**config.mk**
```make
export PLATFORM = sky130hd
export DESIGN_NAME = motor_input_command_logic
export DESIGN_NICKNAME = d
export VERILOG_FILES = /design/src/design/motor_input_pkg.sv /design/src/design/input_debounce.sv /design/src/design/motor_input_command_logic.sv
export VERILOG_INCLUDE_DIRS = /design/src /design/src/design
export SDC_FILE = /design/constraint.sdc
export NUM_CORES = 1
export LEC_CHECK = 0
export ABC_AREA = 1
export CAP_MARGIN = 20
export CORE_UTILIZATION = 35
export CTS_CLUSTER_DIAMETER = 100
export DETAILED_ROUTE_END_ITERATION = 16
export DONT_BUFFER_PORTS = 1
export PLACE_DENSITY = 0.6
export SLEW_MARGIN = 20
export SYNTH_ARGS = -nofsm -noshare
export SYNTH_HDL_FRONTEND = slang
export SYNTH_SLANG_ARGS = --single-unit
```
**constraint.sdc**
```tcl
create_clock -name i_clk -period 3.5 [get_ports i_clk]
set_input_delay 0.875 -clock i_clk [delete_from_list [all_inputs] [get_ports i_clk]]
set_output_delay 0.875 -clock i_clk [all_outputs]
set_load 0.02 [all_outputs]
```
**src/design/motor_input_consts.svh**
```systemverilog
// Constants for the motor input command logic: function codes, setting codes,
// field sizes and timing figures. Included by the package and the design files.
`ifndef MOTOR_INPUT_CONSTS_SVH
`define MOTOR_INPUT_CONSTS_SVH

// Terminal count and function code width
`define TERM_COUNT 5
`define FUNC_W 8

// Terminal function codes
`define FUNC_START_PULSE 8'h14
`define FUNC_STOP_HOLD 8'h15
`define FUNC_DIR_SELECT 8'h16
`define FUNC_LOOP_SUSPEND 8'h17
`define FUNC_INT_CLEAR 8'h18
`define FUNC_FREQ_RAISE 8'h1b
`define FUNC_FREQ_LOWER 8'h1c
`define FUNC_MEM_CLEAR 8'h1d

// Setting codes
`define RUN_SRC_TERMINAL 2'h1
`define LOOP_ENABLED 2'h1
`define FREQ_SRC_OPERATOR 2'h2

// Frequency word width and ramp counter width
`define FREQ_W_DEFAULT 16
`define RAMP_W 16

// Timing: clock period, one millisecond, debounce and minimum ON time
`define CLK_PERIOD_NS 25
`define MS_TIME_NS 1000000
`define MS_TICK_CYCLES_DEFAULT (`MS_TIME_NS / `CLK_PERIOD_NS)
`define DEBOUNCE_MS_DEFAULT 10
`define MIN_ON_MS 50

`endif

```
**src/design/motor_input_pkg.sv**
```systemverilog
// Types shared by the motor input command logic.
// Assumes motor_input_consts.svh is on the include path.
`include "motor_input_consts.svh"

package motor_input_pkg;
    // One function code per programmable terminal
    typedef logic [`TERM_COUNT-1:0][`FUNC_W-1:0] func_arr_t;
    // Two-digit selection settings
    typedef logic [1:0] select_t;
    // Raise/lower adjustment state, one-hot
    typedef enum logic [2:0] {
        ADJ_IDLE = 3'b001,
        ADJ_RAISE = 3'b010,
        ADJ_LOWER = 3'b100
    } adj_e;
endpackage

```
**src/design/input_debounce.sv**
```systemverilog
// Debounce filter for the programmable input terminals.
// Assumes raw inputs synchronous to i_clk and a one-cycle millisecond tick.
`timescale 1ns/1ps
`include "motor_input_consts.svh"

module input_debounce #(
    parameter int WIDTH = `TERM_COUNT,
    parameter int STABLE_MS = `DEBOUNCE_MS_DEFAULT
) (
    input wire logic i_clk,
    input wire logic i_rst_n,
    input wire logic i_tick,
    input wire logic [WIDTH-1:0] i_raw,
    output logic [WIDTH-1:0] o_clean
);
    localparam int CW = $clog2(STABLE_MS + 1);
    localparam logic [CW-1:0] LAST = CW'(STABLE_MS - 1);

    // Filtered levels and per-terminal stability counters
    typedef struct packed {
        logic [WIDTH-1:0] clean;
        logic [WIDTH-1:0][CW-1:0] cnt;
    } deb_s;

    deb_s st;
    deb_s next_st;

    ////////////////////////////////////////////////////////////////////////
    // A level is taken only once it differs from the filtered value at
    // STABLE_MS successive ticks; any bounce restarts the count
    always_comb begin
        next_st = st;
        for (int i = 0; i < WIDTH; i++) begin
            if (i_raw[i] == st.clean[i]) begin
                next_st.cnt[i] = '0;
            end else if (i_tick) begin
                if (st.cnt[i] >= LAST) begin
                    next_st.clean[i] = i_raw[i];
                    next_st.cnt[i] = '0;
                end else begin
                    next_st.cnt[i] = st.cnt[i] + CW'(1);
                end
            end
        end
    end

    // State register
    always_ff @(posedge i_clk or negedge i_rst_n) begin
        if (!i_rst_n) begin
            st <= '0;
        end else begin
            st <= next_st;
        end
    end

    assign o_clean = st.clean;
endmodule // input_debounce

```
**src/design/motor_input_command_logic.sv**
```systemverilog
// Command logic behind the five programmable input terminals: three-wire
// start/stop/direction, control-loop suspend and integrator clear, and the
// remote raise/lower frequency function with its memory.
// Assumes terminal inputs and settings synchronous to a 40 MHz i_clk.
//
// Functional notes
// RQ1: Codes 20/21/22 on terminals enable three-wire control.
// RQ2: Operator sets run source 01 for three-wire.
// RQ3: Start pulse acts on OFF-to-ON edge only.
// RQ4: Stop hold OFF stops motor, ON no change.
// RQ5: Direction level: ON reverse, OFF forward.
// RQ6: Three-wire disables forward and reverse run terminals.
// RQ7: Code 23 ON suspends loop; else enable decides.
// RQ8: Code 24 ON forces loop integrator to zero.
// RQ9: Controller avoids suspend/clear changes while running.
// RQ10: Code 27 ON raises frequency; OFF holds it.
// RQ11: Code 28 ON lowers frequency; OFF holds it.
// RQ12: Ramps use first or second-set ramp times.
// RQ13: Memory enable decides retention across power loss.
// RQ14: Code 29 ON clears memory to set frequency.
// RQ15: Raise/lower only with source 02, not jog.
// RQ16: Adjusted frequency clamped to zero and maximum.
// RQ17: Controller holds raise/lower ON at least 50 ms.
// RQ18: Adjustment starts from stored output frequency setting.
// RQ19: Per-terminal function codes; inputs debounced synchronously.
`timescale 1ns/1ps
`include "motor_input_consts.svh"

module motor_input_command_logic #(
    parameter int MS_TICK_CYCLES = `MS_TICK_CYCLES_DEFAULT,
    parameter int DEBOUNCE_MS = `DEBOUNCE_MS_DEFAULT,
    parameter int FREQ_W = `FREQ_W_DEFAULT
) (
    input wire logic i_clk,
    input wire logic i_rstn,
    input wire logic [`TERM_COUNT-1:0] i_term,
    input wire motor_input_pkg::func_arr_t i_term_func,
    input wire motor_input_pkg::select_t i_run_source_select,
    input wire motor_input_pkg::select_t i_freq_source_select,
    input wire motor_input_pkg::select_t i_loop_enable_setting,
    input wire logic i_adjust_memory_enable,
    input wire logic i_jog_input,
    input wire logic i_power_restore,
    input wire logic i_second_set_active,
    input wire logic [`RAMP_W-1:0] i_first_accel_time,
    input wire logic [`RAMP_W-1:0] i_first_decel_time,
    input wire logic [`RAMP_W-1:0] i_second_accel_time,
    input wire logic [`RAMP_W-1:0] i_second_decel_time,
    input wire logic [FREQ_W-1:0] i_max_freq_setting,
    input wire logic [FREQ_W-1:0] i_output_freq_setting,
    output logic o_three_wire_active,
    output logic o_forward_run_enable,
    output logic o_reverse_run_enable,
    output logic o_run,
    output logic o_reverse,
    output logic o_loop_run,
    output logic o_integrator_clear,
    output logic [FREQ_W-1:0] o_freq_setpoint
);
    import motor_input_pkg::*;

    localparam int MS_W = $clog2(MS_TICK_CYCLES);
    localparam logic [MS_W-1:0] MS_LAST = MS_W'(MS_TICK_CYCLES - 1);

    ////////////////////////////////////////////////////////////////////////
    // Decoding helpers

    // True when any terminal carries the given function code
    function automatic logic func_assigned(input func_arr_t funcs, input logic [`FUNC_W-1:0] code);
        func_assigned = 1'b0;
        for (int i = 0; i < `TERM_COUNT; i++) begin
            if (funcs[i] == code) begin
                func_assigned = 1'b1;
            end
        end
    endfunction

    // True when a terminal with the given function code is ON
    function automatic logic func_on(input func_arr_t funcs, input logic [`TERM_COUNT-1:0] lvl,
                                     input logic [`FUNC_W-1:0] code);
        func_on = 1'b0;
        for (int i = 0; i < `TERM_COUNT; i++) begin
            if (funcs[i] == code && lvl[i]) begin
                func_on = 1'b1;
            end
        end
    endfunction

    ////////////////////////////////////////////////////////////////////////
    // State

    typedef struct packed {
        logic three_wire;            // Three-wire mode in force
        logic fwd_enable;            // Forward-run terminal allowed
        logic rev_enable;            // Reverse-run assignment allowed
        logic run;                   // Three-wire run latch
        logic reverse;               // Direction, 1 = reverse
        logic start_prev;            // Start level one cycle back
        logic loop_run;              // Control loop may execute
        logic int_clear;             // Integrator held at zero
        adj_e adj;                   // Raise/lower state
        logic adjusted;              // Raise/lower active at a tick since last clear or restore without memory
        logic [FREQ_W-1:0] freq;     // Adjusted frequency
        logic [FREQ_W-1:0] base;     // Frequency before adjustment
        logic [FREQ_W-1:0] setpoint; // Frequency handed to the drive
        logic [`RAMP_W-1:0] ramp_cnt; // Milliseconds since last step
        logic [MS_W-1:0] ms_cnt;     // Millisecond divider
        logic ms_tick;               // One-cycle millisecond enable
    } state_s;

    localparam state_s ST_RESET = '{adj: ADJ_IDLE, fwd_enable: 1'b1, rev_enable: 1'b1, default: '0};

    state_s st;
    state_s next_st;
    logic rst_meta;                  // Reset release, first stage
    logic rst_sync;                  // Reset release used by the design
    logic [`TERM_COUNT-1:0] clean;   // Debounced terminal levels

    // Decoded terminal functions
    logic start_on;
    logic stop_on;
    logic dir_on;
    logic suspend_on;
    logic iclr_on;
    logic up_on;
    logic dn_on;
    logic mclr_on;
    logic three_wire_cfg;
    logic adj_avail;
    logic [`RAMP_W-1:0] accel_time;
    logic [`RAMP_W-1:0] decel_time;
    logic [FREQ_W-1:0] set_clamped;

    ////////////////////////////////////////////////////////////////////////
    // Reset release through two flip-flops
    always_ff @(posedge i_clk or negedge i_rstn) begin
        if (!i_rstn) begin
            rst_meta <= 1'b0;
            rst_sync <= 1'b0;
        end else begin
            rst_meta <= 1'b1;
            rst_sync <= rst_meta;
        end
    end

    // Debounced sampling of all five terminals
    input_debounce #(
        .WIDTH(`TERM_COUNT),
        .STABLE_MS(DEBOUNCE_MS)
    ) u_debounce (
        .i_clk(i_clk),
        .i_rst_n(rst_sync),
        .i_tick(st.ms_tick),
        .i_raw(i_term),
        .o_clean(clean)
    ); // RQ19

    ////////////////////////////////////////////////////////////////////////
    // Function decode from per-terminal codes
    always_comb begin
        start_on = func_on(i_term_func, clean, `FUNC_START_PULSE); // RQ19
        stop_on = func_on(i_term_func, clean, `FUNC_STOP_HOLD);
        dir_on = func_on(i_term_func, clean, `FUNC_DIR_SELECT);
        suspend_on = func_on(i_term_func, clean, `FUNC_LOOP_SUSPEND);
        iclr_on = func_on(i_term_func, clean, `FUNC_INT_CLEAR);
        up_on = func_on(i_term_func, clean, `FUNC_FREQ_RAISE);
        dn_on = func_on(i_term_func, clean, `FUNC_FREQ_LOWER);
        mclr_on = func_on(i_term_func, clean, `FUNC_MEM_CLEAR);
        // All three functions assigned and terminals own the run command
        three_wire_cfg = func_assigned(i_term_func, `FUNC_START_PULSE)
                       && func_assigned(i_term_func, `FUNC_STOP_HOLD)
                       && func_assigned(i_term_func, `FUNC_DIR_SELECT)
                       && i_run_source_select == `RUN_SRC_TERMINAL; // RQ1 RQ2
        // Raise/lower only under operator frequency source, never with jog
        adj_avail = i_freq_source_select == `FREQ_SRC_OPERATOR && !i_jog_input; // RQ15
        // Ramp times follow the active set
        accel_time = i_second_set_active ? i_second_accel_time : i_first_accel_time; // RQ12
        decel_time = i_second_set_active ? i_second_decel_time : i_first_decel_time; // RQ12
        set_clamped = i_output_freq_setting > i_max_freq_setting ? i_max_freq_setting
                                                                 : i_output_freq_setting;
    end

    ////////////////////////////////////////////////////////////////////////
    // Next-state logic
    always_comb begin
        next_st = st;

        // Millisecond enable from the clock divider
        next_st.ms_tick = 1'b0;
        if (st.ms_cnt >= MS_LAST) begin
            next_st.ms_cnt = '0;
            next_st.ms_tick = 1'b1;
        end else begin
            next_st.ms_cnt = st.ms_cnt + MS_W'(1);
        end

        // Three-wire mode blocks the level run terminals
        next_st.three_wire = three_wire_cfg;
        next_st.fwd_enable = !three_wire_cfg; // RQ6
        next_st.rev_enable = !three_wire_cfg; // RQ6

        // Start edge, stop level; stop wins over a simultaneous start
        next_st.start_prev = start_on;
        if (!three_wire_cfg) begin
            next_st.run = 1'b0;
        end else if (!stop_on) begin
            next_st.run = 1'b0; // RQ4
        end else if (start_on && !st.start_prev) begin
            next_st.run = 1'b1; // RQ3
        end
        next_st.reverse = three_wire_cfg && dir_on; // RQ5

        // Control loop suspend and integrator clear
        next_st.loop_run = i_loop_enable_setting == `LOOP_ENABLED && !suspend_on; // RQ7
        next_st.int_clear = iclr_on; // RQ8

        // Raise/lower state; both inputs ON together hold the value
        if (!adj_avail || mclr_on) begin
            next_st.adj = ADJ_IDLE; // RQ15
        end else if (up_on && !dn_on) begin
            next_st.adj = ADJ_RAISE; // RQ10
        end else if (dn_on && !up_on) begin
            next_st.adj = ADJ_LOWER; // RQ11
        end else begin
            next_st.adj = ADJ_IDLE;
        end
        if (next_st.adj != st.adj) begin
            next_st.ramp_cnt = '0;
        end

        // Frequency memory
        if (mclr_on) begin
            // Memory erased, back to the stored setting
            next_st.freq = set_clamped; // RQ14
            next_st.base = set_clamped;
            next_st.adjusted = 1'b0;
        end else if (i_power_restore && !i_adjust_memory_enable) begin
            // Without memory the frequency from before adjustment returns
            next_st.freq = st.base; // RQ13
            next_st.adjusted = 1'b0;
        end else if (st.adj == ADJ_IDLE && !st.adjusted) begin
            // Follow the stored setting until an adjustment starts
            next_st.freq = set_clamped; // RQ18
            next_st.base = set_clamped;
        end else if (st.adj != ADJ_IDLE && st.ms_tick) begin
            next_st.adjusted = 1'b1;
            if (st.ramp_cnt + `RAMP_W'(1) >= (st.adj == ADJ_RAISE ? accel_time : decel_time)) begin
                next_st.ramp_cnt = '0;
                unique case (st.adj)
                    ADJ_RAISE: begin
                        if (st.freq < i_max_freq_setting) begin
                            next_st.freq = st.freq + FREQ_W'(1); // RQ10
                        end
                    end
                    ADJ_LOWER: begin
                        if (st.freq != '0) begin
                            next_st.freq = st.freq - FREQ_W'(1); // RQ11
                        end
                    end
                    ADJ_IDLE: begin
                        next_st.freq = st.freq;
                    end
                endcase
            end else begin
                next_st.ramp_cnt = st.ramp_cnt + `RAMP_W'(1);
            end
        end
        // Upper clamp also follows a lowered maximum
        if (next_st.freq > i_max_freq_setting) begin
            next_st.freq = i_max_freq_setting; // RQ16
        end

        // Drive setpoint: adjusted value only while the function applies
        next_st.setpoint = adj_avail ? next_st.freq : set_clamped; // RQ15
    end

    // State register
    always_ff @(posedge i_clk or negedge rst_sync) begin
        if (!rst_sync) begin
            st <= ST_RESET;
        end else begin
            st <= next_st;
        end
    end

    ////////////////////////////////////////////////////////////////////////
    // Outputs, all straight from the state register
    assign o_three_wire_active = st.three_wire;
    assign o_forward_run_enable = st.fwd_enable;
    assign o_reverse_run_enable = st.rev_enable;
    assign o_run = st.run;
    assign o_reverse = st.reverse;
    assign o_loop_run = st.loop_run;
    assign o_integrator_clear = st.int_clear;
    assign o_freq_setpoint = st.setpoint;

    ////////////////////////////////////////////////////////////////////////
    // Checks

    a_start_edge: assert property ( // RQ3
        @(posedge i_clk) disable iff (!rst_sync)
        three_wire_cfg && stop_on && start_on && !st.start_prev |=> st.run && o_run)
        else $error("start edge did not set run");

    a_start_level: assert property ( // RQ3
        @(posedge i_clk) disable iff (!rst_sync)
        !st.run && start_on && st.start_prev |=> !st.run)
        else $error("steady start level started the motor");

    a_stop_level: assert property ( // RQ4
        @(posedge i_clk) disable iff (!rst_sync)
        !stop_on |=> !o_run)
        else $error("run stayed on with stop input off");

    a_dir_follow: assert property ( // RQ5
        @(posedge i_clk) disable iff (!rst_sync)
        three_wire_cfg |=> o_reverse == $past(dir_on))
        else $error("direction output does not follow select");

    a_run_terms_off: assert property ( // RQ6
        @(posedge i_clk) disable iff (!rst_sync)
        o_three_wire_active |-> !o_forward_run_enable && !o_reverse_run_enable)
        else $error("run terminals enabled in three-wire mode");

    a_loop_suspend: assert property ( // RQ7
        @(posedge i_clk) disable iff (!rst_sync)
        suspend_on || i_loop_enable_setting != `LOOP_ENABLED |=> !o_loop_run)
        else $error("loop runs while suspended or disabled");

    a_int_clear: assert property ( // RQ8
        @(posedge i_clk) disable iff (!rst_sync)
        $rose(iclr_on) |=> o_integrator_clear)
        else $error("integrator clear not applied");

    a_freq_clamp: assert property ( // RQ16
        @(posedge i_clk) disable iff (!rst_sync)
        ##1 st.freq <= $past(i_max_freq_setting))
        else $error("adjusted frequency above maximum");

    a_mem_clear: assert property ( // RQ14
        @(posedge i_clk) disable iff (!rst_sync)
        mclr_on && adj_avail |=> st.freq == $past(set_clamped) && !st.adjusted ##1 o_freq_setpoint == $past(st.freq))
        else $error("memory clear did not restore set frequency");

    a_adj_source: assert property ( // RQ15
        @(posedge i_clk) disable iff (!rst_sync)
        !adj_avail |=> st.adj == ADJ_IDLE && o_freq_setpoint == $past(set_clamped))
        else $error("raise/lower active outside operator source");
endmodule // motor_input_command_logic

```
==> flow_metrics.env <==
export IMPL_status="finished, violations left"
export IMPL_violations="setup timing"
export IMPL_finalSetupViolCount=32
export IMPL_crit_path_end_kind="flip-flop"
export IMPL_worstPathRequired_ps=3810
export IMPL_pwr_share_comb_pct=36.3
export IMPL_numPortBuffers=0
export IMPL_cts_max_path_buffers=2
export IMPL_drc_errors=0
export IMPL_critical_path_max_fanout=12
export IMPL_max_slew_margin_pct=57.1
export IMPL_coreArea_sq_mm=0.0300
export IMPL_dr_pass1_iters=5
export IMPL_hold_violations=0
export IMPL_cts_made_buffers=17
export IMPL_die_area_sq_mm=0.0314
export IMPL_clk_pin_slew_ps=60
export IMPL_cts_tree="yes"
export IMPL_ys_seq_area_share_pct=27.7
export IMPL_avgRoutedWirePerCell_um=15.0
export IMPL_min_period_over_period_pct=135
export IMPL_grt_setup_unrepaired="true"
export IMPL_crit_type="flip-flop to flip-flop"
export IMPL_maxCapViolations=0
export IMPL_root_buffer="clkbuf_16"
export IMPL_power_density_mw_per_mm2=375
export IMPL_area_growth_pct=29.8
export IMPL_swShare_pct=36.6
export IMPL_drt_total_wl_um=33900
export IMPL_syn_nets=1897
export IMPL_leakagePower_nw=7.11
export IMPL_fin_util_pct=46.6
export IMPL_p_switching_mw=1.91
export IMPL_min_period_ps=4720
export IMPL_syn_cell_area_sq_mm=0.0108
export IMPL_ant_nets=0
export IMPL_hpwl_um=26700
export IMPL_rows=63
export IMPL_p_seq_share_pct=30.8
export IMPL_die_x_um=177
export IMPL_viasPerCell=5.01
export IMPL_vias=11333
export IMPL_track_usage_pct=21.8
export IMPL_grt_overflow=0
export IMPL_dp_slack_ps=-1400
export IMPL_min_path_type="input pin to async pin"
export IMPL_fin_worst_skew_ps=12.7
export IMPL_synth_cell_type_count=58
export IMPL_arrival_ps=5030
export IMPL_slowest_stage="dfrtp_1"
export IMPL_slew_violations=0
export IMPL_fin_tns_setup_ps=-35380
export IMPL_grt_first_pass_wirelength_um=54200
export IMPL_tightest_slew_ps=642
export IMPL_start_util_pct=35.9
export IMPL_netlist_instances=1659
export IMPL_timing_fmax_mhz=212
export IMPL_drtIter0Drc=660
export IMPL_slowest_delay_ps=390
export IMPL_grt_pass1_vias=10745
export IMPL_boundaryPins=176
export IMPL_gp_congestion=0.913
export IMPL_clk_insertion_delay_late_ps=420
export IMPL_numClockSinks=119
export IMPL_setup_ws_ps=-1220
export IMPL_yosysWarnings=0
export IMPL_antenna_found_initial=0
export IMPL_nFillCells=3030
export IMPL_power_mw=5.23
export IMPL_layout_drive_gt1_share_pct=22.6
export IMPL_reg2reg_setup_slack_ps=-1220
export IMPL_grt_max_degree=95
export IMPL_intPower_mw=3.32
export IMPL_htreeDepth=4
export IMPL_synth_avg_cell_area_sq_um=6.48
export IMPL_diodes=0
export IMPL_synth_seq_cells=119
export IMPL_cts_hold_buf=0
export IMPL_power_share_clock_pct=32.9
export IMPL_peakVddDrop_v=0.000356
export IMPL_die_y_um=177
export IMPL_nets=2096
export IMPL_startpoint_type="flip-flop"
==> through the flow <==
step                      hold WS (ps)  area (sq um)  cells
after floorplan                    331         10900   1659
after global placement             255         12800   2214
after detailed placement           255         12800   2214
after CTS                          131         13700   2258
after global routing               125         14000   2261
final                              149         14000   2261
==> flip-flops by register name, indices dropped and copies added (netlist names), 5 cells and up <==
register            count
st                     70
u_debounce.st          20
o_freq_setpoint        16
u_debounce.o_clean      5
==> cells in the mapped netlist, drive strengths merged <==
library cell	number	area [sq um]
nand2	497	1900
inv	246	928
nand3	157	796
nor2	132	531
dfrtp	117	2930
o21ai	90	484
a21oi	86	434
ha	85	1060
nor3	48	265
buf	40	255
nand4	30	203
xor2	25	219
clkbuf	22	83.8
nor4	12	118
o211ai	12	90.1
o22ai	8	50.1
a31oi	6	37.5
clkinv	5	18.8
nor3b	5	37.5
or2	5	31.3
a22oi	4	30.0
a211oi	3	22.5
o21a	3	22.5
dfstp	2	52.6
o2111ai	2	17.5
o31ai	2	15.0
xnor2	2	17.5
a21boi	1	7.51
a22o	1	8.76
a32o	1	10.0
a32oi	1	8.76
and2	1	6.26
and3	1	6.26
conb	1	3.75
mux2	1	11.3
nand3b	1	7.51
o221ai	1	8.76
o311ai	1	8.76
o41ai	1	8.76
or3	1	6.26
==> final timing paths <==
kind | from | to | cells after the start
setup / recovery | st[18]$_DFF_PN0_ | st[65]$_DFF_PN0_ | 31
hold / removal | i_rstn | rst_sync$_DFF_PN0_ | 0
setup reg to reg | st[18]$_DFF_PN0_ | st[65]$_DFF_PN0_ | 31
hold reg to reg | rst_sync$_DFF_PN0_ | st[31]$_DFF_PN0_ | 0
max in group asynchronous | rst_sync$_DFF_PN0_ | st[83]$_DFF_PN0_ | 1
min in group i_clk | rst_meta$_DFF_PN0_ | rst_sync$_DFF_PN0_ | 0
==> cell type report <==
cell class                 count  area, sq um  share of cell area (%)
clock inverter                14          143                    1.02
sequential                   119         2980                    21.4
timing repair buffer         242         1970                    14.1
inverter                     251          962                    6.90
clock buffer                  18          439                    3.15
multi-input combinational   1227         6960                    49.9
tap                          390          488                    3.50
==> power by group through the flow <==
| stage | Sequential [mW] | Combinational (mW) | Clock, mW |
|---|---|---|---|
| after CTS | 1.62 | 1.80 | 1.76 |
| final | 1.61 | 1.90 | 1.72 |
| after global placement | 1.64 | 1.75 | 0 |
| after global routing | 1.63 | 2.12 | 1.83 |
| after floorplan | 1.61 | 1.11 | 0 |
| after detailed placement | 1.64 | 1.76 | 0 |
==> critical path: cells and delay by family, from the launching register on <==
kind	cells	cell delay [ps]
and+or+nand+nor	21	2710
adders and majority gates	2	580
DFF	1	390
buffers and inverters	3	260
xor gates and xnor gates	1	160
AOI/OAI and AO/OA	4	490
==> layout by cell type, fill, tap and decap left out, drive strengths merged, types with 2 or more instances in the layout <==
master      n
dfstp       2
a22oi       4
o21ai      90
nor2      132
a211oi      3
xor2       25
clkinvlp    5
dfrtp     117
o21a        3
inv       250
o31ai       2
buf       242
o211ai     12
o22ai       8
nand3     157
clkinv      9
clkbuf     18
or2         5
ha         85
nand2     497
o2111ai     2
nor3b       5
a31oi       6
nand4      30
nor4       12
a21oi      86
nor3       48
xnor2       2
==> routing by layer <==
layer  track usage, %  vias up  share of wire, %  routed length (um)
met5                0        -                 0                   0
met2             37.1      290                49               16500
met1             28.1     5225                44               14900
met4             7.66        0               2.2                 741
met3             2.86       51               5.1                1720
li1                 -     5767                 -                   -
==> repair_timing <==
| action | in CTS | in global routing |
|---|---|---|
| cloned | 1 | 0 |
| resized for setup | 36 | 74 |
| setup endpoints to repair | 32 | 32 |
| setup buffers | 12 | 5 |
| pin swaps | 11 | 27 |
==> cell families (layout without fill, tap and decap cells) <==
logic type                 Yosys count  after routing  synth area share, %
buffers and inverters              313            525                 12.0
muxes                                1              1                0.105
AOI/OAI and AO/OA                  223            223                 11.8
other                                1              1               0.0349
DFF                                119            119                 27.7
adders and majority gates           85             85                 9.89
xor gates and xnor gates            27             27                 2.20
and+or+nand+nor                    890            890                 36.3
No activity file was read; power rests on OpenSTA's default activity.
